`src/hdl/rtc_regs_pkg.sv`:
```
/*
 * rtc_regs_pkg: register indices, bit field positions, reset values and
 * timing constants for the time and calendar register block.
 * Assumes a 16-bit plain register port and a 200 MHz block clock.
 */
package rtc_regs_pkg;

    // ************************************************************
    // bus geometry
    // ************************************************************
    localparam int ADDR_W = 3;
    localparam int DATA_W = 16;

    // ************************************************************
    // register indices
    // ************************************************************
    localparam logic [ADDR_W-1:0] ADDR_SECONDS_VALUE = 3'h0;
    localparam logic [ADDR_W-1:0] ADDR_HOURS_MINUTES_VALUE = 3'h1;
    localparam logic [ADDR_W-1:0] ADDR_DAY_WEEKDAY_VALUE = 3'h2;
    localparam logic [ADDR_W-1:0] ADDR_YEAR_MONTH_VALUE = 3'h3;
    localparam logic [ADDR_W-1:0] ADDR_CLOCK_STATUS_LOW = 3'h4;

    // ************************************************************
    // field positions (lsb) and widths
    // ************************************************************
    localparam int SEC_TEN_LSB = 12;
    localparam int SEC_TEN_W = 3;
    localparam int SEC_ONE_LSB = 8;
    localparam int HR_TEN_LSB = 12;
    localparam int HR_TEN_W = 2;
    localparam int HR_ONE_LSB = 8;
    localparam int MIN_TEN_LSB = 4;
    localparam int MIN_TEN_W = 3;
    localparam int MIN_ONE_LSB = 0;
    localparam int DAY_TEN_LSB = 12;
    localparam int DAY_TEN_W = 2;
    localparam int DAY_ONE_LSB = 8;
    localparam int WEEKDAY_FIELD_LSB = 0;
    localparam int WEEKDAY_FIELD_W = 3;
    localparam int YR_TEN_LSB = 12;
    localparam int YR_ONE_LSB = 8;
    localparam int MTH_TEN_LSB = 4;
    localparam int MTH_ONE_LSB = 0;
    localparam int DIGIT_W = 4;
    localparam int STAT_HALF_SEC_BIT = 0;
    localparam int STAT_SYNC_BIT = 2;

    // ************************************************************
    // implemented-bit masks
    // ************************************************************
    localparam logic [DATA_W-1:0] MASK_SECONDS = 16'h7f00;
    localparam logic [DATA_W-1:0] MASK_HOURS_MINUTES = 16'h3f7f;
    localparam logic [DATA_W-1:0] MASK_DAY_WEEKDAY = 16'h3f07;
    localparam logic [DATA_W-1:0] MASK_YEAR_MONTH = 16'hff1f;

    // ************************************************************
    // reset values: 00:00:00, day 01, month 01, year 00
    // ************************************************************
    localparam logic [DATA_W-1:0] RST_SECONDS = 16'h0000;
    localparam logic [DATA_W-1:0] RST_HOURS_MINUTES = 16'h0000;
    localparam logic [DATA_W-1:0] RST_DAY_WEEKDAY = 16'h0100;
    localparam logic [DATA_W-1:0] RST_YEAR_MONTH = 16'h0001;

    // ************************************************************
    // digit limits
    // ************************************************************
    localparam logic [3:0] LIM_NINE = 4'h9;
    localparam logic [3:0] LIM_FIVE = 4'h5;
    localparam logic [3:0] LIM_TWO = 4'h2;
    localparam logic [3:0] LIM_THREE = 4'h3;
    localparam logic [3:0] LIM_SIX = 4'h6;
    localparam logic [3:0] LIM_ONE = 4'h1;
    localparam logic [3:0] HR_LAST_ONE = 4'h3;
    localparam logic [3:0] DAY_LAST_ONE = 4'h1;
    localparam logic [3:0] MTH_LAST_ONE = 4'h2;

    // ************************************************************
    // timing
    // ************************************************************
    localparam int CLK_MHZ = 200;
    localparam int HALF_SEC_MS = 500;
    localparam int HALF_SEC_CYCLES = HALF_SEC_MS * 1000 * CLK_MHZ;
    localparam int SYNC_LEAD_CYCLES = 32;

endpackage

```
`src/hdl/rtc_time_regs.sv`:
```
/*
 * rtc_time_regs: time and calendar value registers with BCD counting,
 * a half-second status flag and a read synchronisation flag.
 * Assumes a one-cycle strobe register port on the same clock.
 */
`timescale 1ns/10ps
module rtc_time_regs
    import rtc_regs_pkg::*;
#(
    parameter int HALF_CYCLES = rtc_regs_pkg::HALF_SEC_CYCLES
) (
    input wire logic i_clk,
    input wire logic i_rst,
    input wire logic i_ce,
    input wire logic [rtc_regs_pkg::ADDR_W-1:0] i_addr,
    input wire logic [rtc_regs_pkg::DATA_W-1:0] i_wdata,
    input wire logic i_wr,
    input wire logic i_rd,
    output logic [rtc_regs_pkg::DATA_W-1:0] o_rdata,
    output logic o_half_second_flag,
    output logic o_sync_flag
);
    import rtc_regs_pkg::*;

    // ************************************************************
    // decode
    // ************************************************************
    logic wr_sec, wr_hm, wr_dw, wr_ym;
    assign wr_sec = i_wr && (i_addr == ADDR_SECONDS_VALUE);
    assign wr_hm = i_wr && (i_addr == ADDR_HOURS_MINUTES_VALUE);
    assign wr_dw = i_wr && (i_addr == ADDR_DAY_WEEKDAY_VALUE);
    assign wr_ym = i_wr && (i_addr == ADDR_YEAR_MONTH_VALUE);

    // ************************************************************
    // half-second timebase
    // ************************************************************
    logic half, sec_tick, near_tick;

    half_sec_timer #(
        .HALF_CYCLES(HALF_CYCLES),
        .LEAD(SYNC_LEAD_CYCLES)
    ) u_timer (
        .i_clk(i_clk),
        .i_rst(i_rst),
        .i_ce(i_ce),
        .i_clr(wr_sec),
        .o_half(half),
        .o_sec_tick(sec_tick),
        .o_near_tick(near_tick)
    );

    // ************************************************************
    // digit chain: index order low to high
    // ************************************************************
    // 0 sec1 1 sec10 2 min1 3 min10 4 hr1 5 hr10 6 day1 7 day10
    // 8 mth1 9 mth10 10 yr1 11 yr10 12 weekday_field
    localparam int ND = 13;
    logic [3:0] dv [ND];
    logic [3:0] lv [ND];
    logic [3:0] lim [ND];
    logic [3:0] wrapv [ND];
    logic [3:0] rstv [ND];
    logic ld [ND];
    logic inc [ND];
    logic cy [ND];

    // field loads keep only implemented bits
    assign lv[0] = i_wdata[SEC_ONE_LSB +: DIGIT_W];
    assign lv[1] = {1'b0, i_wdata[SEC_TEN_LSB +: SEC_TEN_W]};
    assign lv[2] = i_wdata[MIN_ONE_LSB +: DIGIT_W];
    assign lv[3] = {1'b0, i_wdata[MIN_TEN_LSB +: MIN_TEN_W]};
    assign lv[4] = i_wdata[HR_ONE_LSB +: DIGIT_W];
    assign lv[5] = {2'b00, i_wdata[HR_TEN_LSB +: HR_TEN_W]};
    assign lv[6] = i_wdata[DAY_ONE_LSB +: DIGIT_W];
    assign lv[7] = {2'b00, i_wdata[DAY_TEN_LSB +: DAY_TEN_W]};
    assign lv[8] = i_wdata[MTH_ONE_LSB +: DIGIT_W];
    assign lv[9] = {3'b000, i_wdata[MTH_TEN_LSB]};
    assign lv[10] = i_wdata[YR_ONE_LSB +: DIGIT_W];
    assign lv[11] = i_wdata[YR_TEN_LSB +: DIGIT_W];
    assign lv[12] = {1'b0, i_wdata[WEEKDAY_FIELD_LSB +: WEEKDAY_FIELD_W]};

    assign ld[0] = wr_sec;
    assign ld[1] = wr_sec;
    assign ld[2] = wr_hm;
    assign ld[3] = wr_hm;
    assign ld[4] = wr_hm;
    assign ld[5] = wr_hm;
    assign ld[6] = wr_dw;
    assign ld[7] = wr_dw;
    assign ld[12] = wr_dw;
    assign ld[8] = wr_ym;
    assign ld[9] = wr_ym;
    assign ld[10] = wr_ym;
    assign ld[11] = wr_ym;

    assign rstv[0] = RST_SECONDS[SEC_ONE_LSB +: DIGIT_W];
    assign rstv[6] = RST_DAY_WEEKDAY[DAY_ONE_LSB +: DIGIT_W];
    assign rstv[8] = RST_YEAR_MONTH[MTH_ONE_LSB +: DIGIT_W];

    // hour, day and month units limits depend on the tens digit
    logic hr_end, day_end, mth_end;
    assign hr_end = (dv[5] == LIM_TWO) && (dv[4] == HR_LAST_ONE);
    assign day_end = (dv[7] == LIM_THREE) && (dv[6] == DAY_LAST_ONE);
    assign mth_end = (dv[9] == LIM_ONE) && (dv[8] == MTH_LAST_ONE);

    // day and month count from one, so their wraps land on 1 or 0
    always_comb begin
        lim[0] = LIM_NINE;
        lim[1] = LIM_FIVE;
        lim[2] = LIM_NINE;
        lim[3] = LIM_FIVE;
        lim[4] = hr_end ? HR_LAST_ONE : LIM_NINE;
        lim[5] = LIM_TWO;
        lim[6] = day_end ? DAY_LAST_ONE : LIM_NINE;
        lim[7] = LIM_THREE;
        lim[8] = mth_end ? MTH_LAST_ONE : LIM_NINE;
        lim[9] = LIM_ONE;
        lim[10] = LIM_NINE;
        lim[11] = LIM_NINE;
        lim[12] = LIM_SIX;
        for (int k = 0; k < ND; k++) begin
            wrapv[k] = 4'h0;
        end
        wrapv[6] = day_end ? LIM_ONE : 4'h0;
        wrapv[8] = mth_end ? LIM_ONE : 4'h0;
    end

    // carry chain; a digit's own write blocks its increment
    always_comb begin
        inc[0] = sec_tick;
        inc[1] = cy[0];
        inc[2] = cy[1];
        inc[3] = cy[2];
        inc[4] = cy[3];
        inc[5] = cy[4] && hr_end;
        inc[6] = cy[5];
        inc[12] = cy[5];
        // day tens moves on a units wrap; month units moves on a day tens wrap or at day end
        inc[7] = cy[6];
        inc[8] = cy[7] || (cy[6] && day_end);
        inc[9] = cy[8] && mth_end;
        inc[10] = cy[9];
        inc[11] = cy[10];
    end

    // ************************************************************
    // digit instances
    // ************************************************************
    genvar g;
    generate
        for (g = 0; g < ND; g++) begin : g_dig
            logic [3:0] q;
            bcd_digit #(
                .W(DIGIT_W)
            ) u_dig (
                .i_clk(i_clk),
                .i_rst(i_rst),
                .i_ce(i_ce),
                .i_rst_val(4'h0),
                .i_load(ld[g]),
                .i_load_val(lv[g]),
                .i_inc(inc[g] && !ld[g]),
                .i_limit(lim[g]),
                .i_wrap_val(wrapv[g]),
                .o_val(q),
                .o_carry(cy[g])
            );
            // day and month units hold one after reset
            if (g == 6 || g == 8) begin : g_one
                logic seen_ff;
                always_ff @(posedge i_clk or posedge i_rst) begin
                    if (i_rst) begin
                        seen_ff <= 1'b0;
                    end else if (i_ce && (ld[g] || inc[g])) begin
                        seen_ff <= 1'b1;
                    end
                end
                assign dv[g] = seen_ff ? q : (q | rstv[g]);
            end else begin : g_pl
                assign dv[g] = q;
            end
        end
    endgenerate

    // ************************************************************
    // read path
    // ************************************************************
    logic [DATA_W-1:0] sec_word, hm_word, dw_word, ym_word, st_word;
    logic [DATA_W-1:0] nxt_rdata;

    // unused positions are constant zero
    assign sec_word = {1'b0, dv[1][2:0], dv[0], 8'h00} & MASK_SECONDS;
    assign hm_word = {2'b00, dv[5][1:0], dv[4], 1'b0, dv[3][2:0], dv[2]}
        & MASK_HOURS_MINUTES;
    assign dw_word = {2'b00, dv[7][1:0], dv[6], 5'b00000, dv[12][2:0]}
        & MASK_DAY_WEEKDAY;
    assign ym_word = {dv[11], dv[10], 3'b000, dv[9][0], dv[8]}
        & MASK_YEAR_MONTH;

    always_comb begin
        st_word = 16'h0000;
        st_word[STAT_HALF_SEC_BIT] = half;
        st_word[STAT_SYNC_BIT] = near_tick;
    end

    always_comb begin
        case (i_addr)
            ADDR_SECONDS_VALUE: nxt_rdata = sec_word;
            ADDR_HOURS_MINUTES_VALUE: nxt_rdata = hm_word;
            ADDR_DAY_WEEKDAY_VALUE: nxt_rdata = dw_word;
            ADDR_YEAR_MONTH_VALUE: nxt_rdata = ym_word;
            ADDR_CLOCK_STATUS_LOW: nxt_rdata = st_word;
            default: nxt_rdata = 16'h0000;
        endcase
    end

    // read data stand for exactly the cycle after the strobe
    always_ff @(posedge i_clk or posedge i_rst) begin
        if (i_rst) begin
            o_rdata <= 16'h0000;
        end else if (i_ce) begin
            o_rdata <= i_rd ? nxt_rdata : 16'h0000;
        end
    end

    always_ff @(posedge i_clk or posedge i_rst) begin
        if (i_rst) begin
            o_half_second_flag <= 1'b0;
            o_sync_flag <= 1'b0;
        end else if (i_ce) begin
            o_half_second_flag <= wr_sec ? 1'b0 : half;
            o_sync_flag <= near_tick;
        end
    end

endmodule

```
`src/hdl/bcd_digit.sv`:
```
/*
 * bcd_digit: one BCD digit counter with load, increment and wrap.
 * Assumes the caller supplies the wrap limit and the value to wrap to.
 */
`timescale 1ns/10ps
module bcd_digit #(
    parameter int W = 4
) (
    input wire logic i_clk,
    input wire logic i_rst,
    input wire logic i_ce,
    input wire logic [W-1:0] i_rst_val,
    input wire logic i_load,
    input wire logic [W-1:0] i_load_val,
    input wire logic i_inc,
    input wire logic [W-1:0] i_limit,
    input wire logic [W-1:0] i_wrap_val,
    output logic [W-1:0] o_val,
    output logic o_carry
);

    logic [W-1:0] val_ff;
    logic [W-1:0] nxt_val;

    assign o_val = val_ff;
    // carry when the digit sits at its limit during an increment
    assign o_carry = i_inc && (val_ff == i_limit);

    always_comb begin
        nxt_val = val_ff;
        if (i_load) begin
            nxt_val = i_load_val;
        end else if (i_inc) begin
            nxt_val = o_carry ? i_wrap_val : W'(val_ff + 1'b1);
        end
    end

    // reset value is always zero; the i_rst_val input is left unused
    always_ff @(posedge i_clk or posedge i_rst) begin
        if (i_rst) begin
            val_ff <= '0;
        end else if (i_ce) begin
            val_ff <= nxt_val;
        end
    end

endmodule

```
`src/hdl/half_sec_timer.sv`:
```
/*
 * half_sec_timer: divides the block clock down to half-second ticks.
 * Assumes i_clk is the timekeeping clock; i_clr restarts the half.
 */
`timescale 1ns/10ps
module half_sec_timer
    import rtc_regs_pkg::*;
#(
    parameter int HALF_CYCLES = rtc_regs_pkg::HALF_SEC_CYCLES,
    parameter int LEAD = rtc_regs_pkg::SYNC_LEAD_CYCLES
) (
    input wire logic i_clk,
    input wire logic i_rst,
    input wire logic i_ce,
    input wire logic i_clr,
    output logic o_half,
    output logic o_sec_tick,
    output logic o_near_tick
);

    logic [31:0] cnt_ff;
    logic half_ff;
    logic wrap;

    assign wrap = (cnt_ff == 32'(HALF_CYCLES - 1));
    assign o_half = half_ff;
    assign o_sec_tick = wrap && half_ff && !i_clr;
    // window before the second rolls in which reads are unsafe
    assign o_near_tick = half_ff && (cnt_ff >= 32'(HALF_CYCLES - LEAD));

    always_ff @(posedge i_clk or posedge i_rst) begin
        if (i_rst) begin
            cnt_ff <= 32'h0000_0000;
        end else if (i_ce) begin
            if (i_clr || wrap) begin
                cnt_ff <= 32'h0000_0000;
            end else begin
                cnt_ff <= cnt_ff + 32'h0000_0001;
            end
        end
    end

    always_ff @(posedge i_clk or posedge i_rst) begin
        if (i_rst) begin
            half_ff <= 1'b0;
        end else if (i_ce) begin
            if (i_clr) begin
                half_ff <= 1'b0;
            end else if (wrap) begin
                half_ff <= !half_ff;
            end
        end
    end

endmodule

```
`config.mk`:
```
export PLATFORM = sky130hd
export DESIGN_NAME = rtc_time_regs
export DESIGN_NICKNAME = d
export VERILOG_FILES = /design/src/hdl/rtc_regs_pkg.sv /design/src/hdl/rtc_time_regs.sv /design/src/hdl/bcd_digit.sv /design/src/hdl/half_sec_timer.sv
export SDC_FILE = /design/constraint.sdc
export NUM_CORES = 1
export LEC_CHECK = 0
export ABC_AREA = 1
export BUFFER_PORTS_ARGS = -buffer_cell sky130_fd_sc_hd__buf_2
export CAP_MARGIN = 20
export CORE_AREA = 2 2 244 126
export CTS_CLUSTER_SIZE = 20
export DETAILED_ROUTE_END_ITERATION = 16
export DIE_AREA = 0 0 246 128
export PLACE_DENSITY = 0.42
export SETUP_SLACK_MARGIN = 0.02
export SLEW_MARGIN = 25
export SYNTH_ARGS = -nofsm -noshare
export SYNTH_HDL_FRONTEND = slang
export SYNTH_HIERARCHICAL = 1
export SYNTH_SLANG_ARGS = --single-unit
```
`constraint.sdc`:
```
create_clock -name i_clk -period 13.8 [get_ports i_clk]
set_input_delay 2.76 -clock i_clk [delete_from_list [all_inputs] [get_ports i_clk]]
set_output_delay 2.76 -clock i_clk [all_outputs]
set_load 0.02 [all_outputs]
```
; Word-level counts from Yosys, hierarchy flattened
; Cells that the tools add are included.
[totals]
regBits = 105
input_bits = 24
out_inout_bits = 18
word_cells = 184
[op_classes]
add_sub_neg = 14
magnitude_cmp = 1
eq_ne = 21
n_mux = 52
n_reduce_logical = 76
[ops]
columns = operator, n
row1 = 4-bit two-way mux, 42
row2 = 16-bit case mux with 5 select lines, 1
row3 = "4-bit by 1-bit adder with 4-bit output, second input constant", 13
row4 = 1-bit logical AND, 40
row5 = "32-bit by 1-bit adder with 32-bit output, second input constant", 1
row6 = "32-bit by 27-bit equality test with 1-bit output, second input constant", 1
row7 = "32-bit by 27-bit greater-or-equal comparator with 1-bit output, second input constant", 1
row8 = 32-bit two-way mux, 1
row9 = 2-bit AND reduction, 13
row10 = 2-bit nonzero test, 13
row11 = "4-bit by 2-bit equality test with 1-bit output, second input constant", 4
row12 = "4-bit equality test, second input constant", 4
row13 = 16-bit two-way mux, 1
row14 = "4-bit by 3-bit equality test with 1-bit output, second input constant", 3
row15 = 4-bit equality test, 3
row16 = "4-bit by 1-bit equality test with 1-bit output, second input constant", 2
row17 = 1-bit two-way mux, 7
row18 = "3-bit by 2-bit equality test with 1-bit output, second input constant", 2
row19 = 1-bit zero test, 5
row20 = 1-bit logical OR, 4
row21 = "3-bit by 1-bit equality test with 1-bit output, second input constant", 1
row22 = "3-bit equality test, second input constant", 1
row23 = 3-bit zero test, 1

; Depth between registers and ports, before layout
; Gate-level depths: netlist of run 1.
[depth]
depth_word = 34
ltp_mapped = 82
mapped_depth_nobuf = 82

; Hierarchy
; The synthesis of run 1 kept the hierarchy.
[by_module_without_submodules]
columns = module, n_inst, cells_each, area_each_um2, seq_area_each_um2
row1 = bcd_digit, 13, 67, 406.6, 100.1
row2 = half_sec_timer, 1, 312, 2114.5, 825.8
row3 = rtc_time_regs, 1, 207, 1296.2, 475.5

; Least setup slack after synthesis of run 1
; Ideal clock, no wire load.
[synth_path]
path_type = input to register
from = input i_addr[1] (netlist name)
to = register g_dig[11].u_dig.val_ff[2]
setup_time_ns = 0.117
arrival_ns = 9.907
t_required_ns = 13.683
path_slack_ns = 3.776
path_stages = 81
n_path_buf = 0
cell_sequence = inv_1 nand2_2 nor2_4 nand2_1 inv_1 nor3_1 nand2_1 inv_1 nand2_1 nor2_4 nand3_4 inv_1 nand2_1 inv_1 nand2_1 nor2_4 nand3_4 inv_1 (+45 left out) nor2_4 nand3_4 inv_1 nand2_1 inv_1 nand2_1 nor2_4 nand3_4 inv_1 nand2_1 inv_1 nand2_1 nor2_4 nand3_4 nand2_1 nand3_1 nand2_1 nand2_1
[synth_lines]
columns = item, line_no
row1 = from (decl), rtc_time_regs.sv:15  ; input wire logic [rtc_regs_pkg::ADDR_W-1:0] i_addr,
row2 = to (signal assigned), bcd_digit.sv:43  ; val_ff <= nxt_val;
row3 = to (decl), bcd_digit.sv:22  ; logic [W-1:0] val_ff;

==> metrics.csv, run 1 <==
stage,metric,value,unit
pwr,pwr/cell area,107,mW/mm2
route,via count,8405,
yosys,Synth Instances,1388,
die,full die area,0.0315,mm2
route,initial DRC count,747,
placement,Final GP Congestion,0.816,
setup_path,slowest library cell on the worst path,nor2_1,
timing,Tcrit/Tclk final,87.6,%
clocking,"Setup Fix Bufs, Post-CTS",0,
die,Core Rows,45,
final_layout,final net count,1613,
timing,fmax,82.7,MHz
pwr,peak supply drop,0.0645,mV
clocking,# hold bufs at CTS,0,
timing,Slew @ Worst Pin,0.922,ns
timing,max-slew violations,0,
timing,relative slew slack,38.5,%
die,IO Pins,42,
timing,Final Critical Period,12.09,ns
setup_path,crit path capture type,flop,
global_routing,initial antenna violation count,0,
route,DRC viols,0,
pwr,total power,0.00109,W
clocking,CTS buffer count,9,
route,DR WL/cell,14.0,um
setup_path,most numerous cell on the critical path,nand2_1,
setup_path,worst path arrival time,12.37,ns
global_routing,number of global-route vias before repair,7570,
hold_path,Hold Crit Class,reg2reg,
yosys,yosys warns,6,
route,Final ANT Viol Nets,0,
placement,I/O Buffers,39,
timing,RSZ-0062 raised after global routing,false,
clocking,clock buffer depth,2,
pwr,LEAKAGE,5.66,nW
die,Core Box Area,0.0296,mm2
setup_path,data required time of the worst path,14.08,ns
timing,Fin Clk Skew,0.0156,ns
placement,Cells after DPL,1962,
yosys,Mean Syn Cell Area,6.26,um2
placement,Final HPWL DP,22000,um
die,Initial Utilization,29.4,%
route,DR vias/cell,4.25,
global_routing,first-pass GRT wire length,44200,um
setup_path,startpoint types,input port,
setup_path,CP max FO,8,
yosys,Syn Std Cell Area,0.00869,mm2
final_layout,area grow syn2layout,17.0,%
clocking,clock sinks,104,
final_layout,share of cells above drive strength 1,10.6,%
clocking,# H-tree levels,3,
route,WL final,27700,um
clocking,CTS tree,yes,
setup_path,Crit Path Class,in2reg,
global_routing,grt total ovfl,0,
clocking,"Clk pin slew, worst setup/hold paths",0.08,ns
clocking,# resized after CTS,0,
outcome,status,finished clean,
timing,number of hold violations in the final report,0,
placement,post-placement setup slack,1.31,ns
route,Pre-antenna DRT Iters,5,
clocking,clk_lat worst skew,0.38,ns
clocking,CTS root buf,clkbuf_16,
job,Max-cap violations,0,
timing,setup TNS,0,ns
die,width of the chip,246,um
setup_path,Critical Path Max Stage Delay,0.31,ns
global_routing,gr usage total,18.5,%
global_routing,largest net degree at the start of global routing,36,
final_layout,final instance area,0.0102,mm2
timing,Finish-stage setup viols,0,
final_layout,ANT cells,0,
timing,setup ws final,1.71,ns
placement,post-place instance area,0.00988,mm2
final_layout,fin cells,1978,
die,die height,128,um
-- power by group --
group	switching [W]	leakage (nW)	internal [W]	total (W)
Combinational	0.000230	4.17	0.000133	0.000363
Sequential	0.000104	1.36	0.000359	0.000463
Clock	0.000136	0.132	0.000129	0.000265
-- placed cells by master (no fill, tap or decap), types with 2 or more instances in the layout --
cell	count
conb_1	141
clkinv_4	2
nor2_1	214
clkbuf_16	9
nor2_4	29
clkinv_1	14
nand3_4	13
nor3b_1	2
a21oi_1	7
xnor2_1	4
inv_1	177
dfrtp_1	104
nand4_1	68
o21ai_1	15
o21ai_0	8
nand3_1	92
inv_6	2
ha_1	15
or2_2	3
clkinvlp_4	2
nand2_1	501
nor2_2	21
inv_2	19
nand2_4	3
nor3_1	7
buf_2	39
xor2_1	38
nand2_2	18
buf_4	5
nand3_2	2
-- cell type report --
cell class	count	area [um2]
Clock buffer	11	243
Clock inverter	5	41.3
Fill cell	3311	19400
Inverter	211	797
Multi-Input combinational cell	1204	5750
Sequential cell	104	2600
Tap cell	399	499
Timing Repair Buffer	44	233
-- flip-flops by register name, indices dropped and copies added (netlist names) --
signal / flops
u_timer/o_half: 1
u_timer/cnt_ff: 32
g_dig.u_dig/o_val: 52
o_sync_flag: 1
o_rdata: 15
g_dig.g_one.seen_ff: 2
o_half_second_flag: 1
-- routing by layer --
metal	vias up	share of wire [%]	global-route usage (%)	routed length [um]
li1	4530	-	-	-
met1	3709	62	32.7	17200
met2	152	32	21.5	8990
met3	14	4.7	3.43	1300
met4	0	0.70	3.10	194
met5	-	0	0	0
-- critical path: cells and delay by family --
| family | cells | cell delay (ns) |
|---|---|---|
| and+or+nand+nor | 57 | 7.17 |
| buffers and inverters | 24 | 2.26 |
| AOI/OAI and AO/OA | 1 | 0.17 |
-- final timing paths --
path | start | to | slack, ns | cells after the start
min in group asynchronous | i_rst | g_dig[10].u_dig/o_val[0] | 2.52 | 2
max in group asynchronous | i_rst | o_rdata[9] | 10.38 | 2
max reg2reg | u_timer/cnt_ff[0] | g_dig[11].u_dig/o_val[1] | 3.52 | 82
min reg2reg | g_dig[8].g_one.seen_ff | g_dig[8].g_one.seen_ff | 0.47 | 2
min | g_dig[8].g_one.seen_ff | g_dig[8].g_one.seen_ff | 0.47 | 2
max | i_addr[0] | g_dig[11].u_dig/o_val[1] | 1.71 | 82
-- stage by stage --
step / hold slack (ns) / util, %
after global placement: 0.437 / 33.4
after global routing: 0.499 / 34.4
final: 0.468 / 34.4
after CTS: 0.469 / 34.4
after detailed placement: 0.451 / 33.4
after floorplan: 0.417 / -
Note: power is estimated with default switching activity, not from simulation.
==> inputs of run 2 (changes only) <==
==> constraint.sdc (replaced) <==
create_clock -name i_clk -period 13.8 [get_ports i_clk]
set_input_delay 0.69 -clock i_clk [delete_from_list [all_inputs] [get_ports i_clk]]
set_output_delay 0.69 -clock i_clk [all_outputs]
set_load 0.02 [all_outputs]
==> metrics.csv, run 2 (synthesized netlist as in run 1, its figures left out) <==
stage,metric,value,unit,change
clocking,clock buffer depth,2,,unchanged
timing,Fin Clk Skew,0.0120,ns,-0.00354 ns
die,IO Pins,42,,unchanged
global_routing,largest net degree at the start of global routing,36,,unchanged
clocking,CTS root buf,clkbuf_16,,
clocking,# H-tree levels,3,,unchanged
pwr,peak supply drop,0.0654,mV,+1.4%
global_routing,gr usage total,18.5,%,-0.074 points
outcome,status,finished clean,,
final_layout,"commonest cells after routing, fill and taps aside","nand2_1 (501), nor2_1 (214), inv_1 (176)",,
die,full die area,0.0315,mm2,unchanged
timing,relative slew slack,41.5,%,+3.1 points
route,Pre-antenna DRT Iters,5,,unchanged
timing,Slew @ Worst Pin,0.871,ns,-0.0503 ns
global_routing,number of global-route vias before repair,7407,,-2.2%
setup_path,r2r startpoint,u_timer/cnt_ff[0],,
route,via count,8410,,+0.059%
clocking,CTS tree,yes,,
final_layout,area grow syn2layout,17.1,%,
setup_path,data required time of the worst path,14.06,ns,-0.02 ns
clocking,"Clk pin slew, worst setup/hold paths",0.08,ns,about the same
setup_path,slowest library cell on the worst path,dfrtp_1,,
setup_path,R2R Path End,g_dig[11].u_dig/o_val[1],,
setup_path,CP Launch Point,u_timer/cnt_ff[0],,
route,DR vias/cell,4.25,,about the same
die,width of the chip,246,um,unchanged
route,Final ANT Viol Nets,0,,unchanged
setup_path,WP depth,82,,unchanged
global_routing,first-pass GRT wire length,44000,um,-0.64%
timing,Tcrit/Tclk final,75.5,%,-12 points
timing,Final Critical Period,10.42,ns,-1.67 ns
setup_path,CP max FO,5,,-3
clocking,"Setup Fix Bufs, Post-CTS",0,,unchanged
setup_path,crit path capture type,flop,,
setup_path,startpoint types,flop,,
hold_path,Hold Crit Class,in2async,,
die,Initial Utilization,29.4,%,unchanged
job,Max-cap violations,0,,unchanged
final_layout,share of cells above drive strength 1,10.6,%,-0.063 points
route,DRC viols,0,,unchanged
clocking,clk_lat worst skew,0.38,ns,about the same
placement,post-place instance area,0.00988,mm2,unchanged
global_routing,initial antenna violation count,0,,unchanged
route,WL final,27700,um,+0.20%
setup_path,reg2reg path depth,82,,unchanged
placement,I/O Buffers,39,,unchanged
timing,RSZ-0062 raised after global routing,false,,
clocking,CTS buffer count,9,,unchanged
final_layout,max FFs per register,52,,unchanged
clocking,# resized after CTS,0,,unchanged
placement,Final GP Congestion,0.810,,-0.76%
timing,number of hold violations in the final report,0,,unchanged
pwr,LEAKAGE,5.67,nW,+0.20%
timing,setup TNS,0,ns,unchanged
final_layout,ANT cells,0,,unchanged
setup_path,most numerous cell on the critical path,nand2_1,,
route,initial DRC count,643,,-14%
placement,Final HPWL DP,22000,um,+0.20%
setup_path,CP bufs+invs,22,,-8.3%
timing,Finish-stage setup viols,0,,unchanged
setup_path,"delay-heaviest family, CP",simple AND/OR/NAND/NOR gates,,
final_layout,final instance area,0.0102,mm2,+0.15%
timing,fmax,96.0,MHz,+16%
route,DR WL/cell,14.0,um,+0.20%
final_layout,Fill cells,3327,,+0.48%
clocking,# hold bufs at CTS,0,,unchanged
die,Core Rows,45,,unchanged
die,Core Box Area,0.0296,mm2,unchanged
setup_path,Crit Path Class,reg2reg,,
setup_path,worst path arrival time,10.69,ns,-1.68 ns
timing,max-slew violations,0,,unchanged
final_layout,"commonest non-fill, non-tap cell in the layout",nand2_1,,
pwr,pwr/cell area,109,mW/mm2,+1.1%
setup_path,Reg2Reg Setup Slack,3.38,ns,-0.14 ns
global_routing,grt total ovfl,0,,unchanged
clocking,clock sinks,104,,unchanged
setup_path,Critical Path Max Stage Delay,0.37,ns,+0.06 ns
final_layout,final net count,1613,,unchanged
die,die height,128,um,unchanged
[run 2: changes by cell type in the layout (fill, tap and decap cells not counted)]
| cell | change |
|---|---|
| bufinv_16 | +1 |
| clkbuf_1 | +1 |
| clkinv_1 | +1 |
| clkinv_2 | +1 |
| clkinv_4 | -1 |
| clkinvlp_4 | -2 |
| inv_1 | -1 |
[run 2: report_power, final]
part	total [W]	internal [W]	switching, W
Combinational	0.000363	0.000133	0.000231
Sequential	0.000463	0.000359	0.000104
Clock	0.000278	0.000147	0.000131
Total	0.00110	0.000639	0.000466
[run 2: cell type report]
cell class	count	area [um2]	area share (%)
Tap cell	399	499	4.90
Clock inverter	4	52.6	0.516
Multi-Input combinational cell	1204	5750	56.5
Inverter	211	797	7.83
Sequential cell	104	2600	25.6
Clock buffer	12	246	2.42
Timing Repair Buffer	44	233	2.29
[run 2: stage by stage]
stage | instances | hold slack, ns | power [W] | setup WS [ns] | util (%)
floorplan | 1527 | 0.417 | 0.000721 | 5.85 | -
global placement | 1962 | 0.433 | 0.000826 | 3.37 | 33.4
detailed placement | 1962 | 0.437 | 0.000828 | 3.27 | 33.4
CTS | 1978 | 0.429 | 0.00112 | 3.41 | 34.4
global route | 1978 | 0.454 | 0.00120 | 2.17 | 34.4
finish | 1978 | 0.448 | 0.00110 | 3.38 | 34.4
[run 2: metal layers]
metal | track usage [%] | routed length [um] | part of all wire (%)
met4 | 3.42 | 240 | 0.87
met1 | 32.4 | 17200 | 62
met2 | 21.2 | 9080 | 33
met5 | 0 | 0 | 0
met3 | 3.79 | 1260 | 4.5
[run 2: worst max-delay path by stage]
stage | endpoint | slack, ns
after floorplan | g_dig[11].u_dig/o_val[2] | 5.85
after global placement | g_dig[11].u_dig/o_val[1] | 3.37
after detailed placement | g_dig[11].u_dig/o_val[1] | 3.27
after CTS | g_dig[11].u_dig/o_val[1] | 3.41
after global routing | g_dig[11].u_dig/o_val[1] | 2.17
final | g_dig[11].u_dig/o_val[1] | 3.38
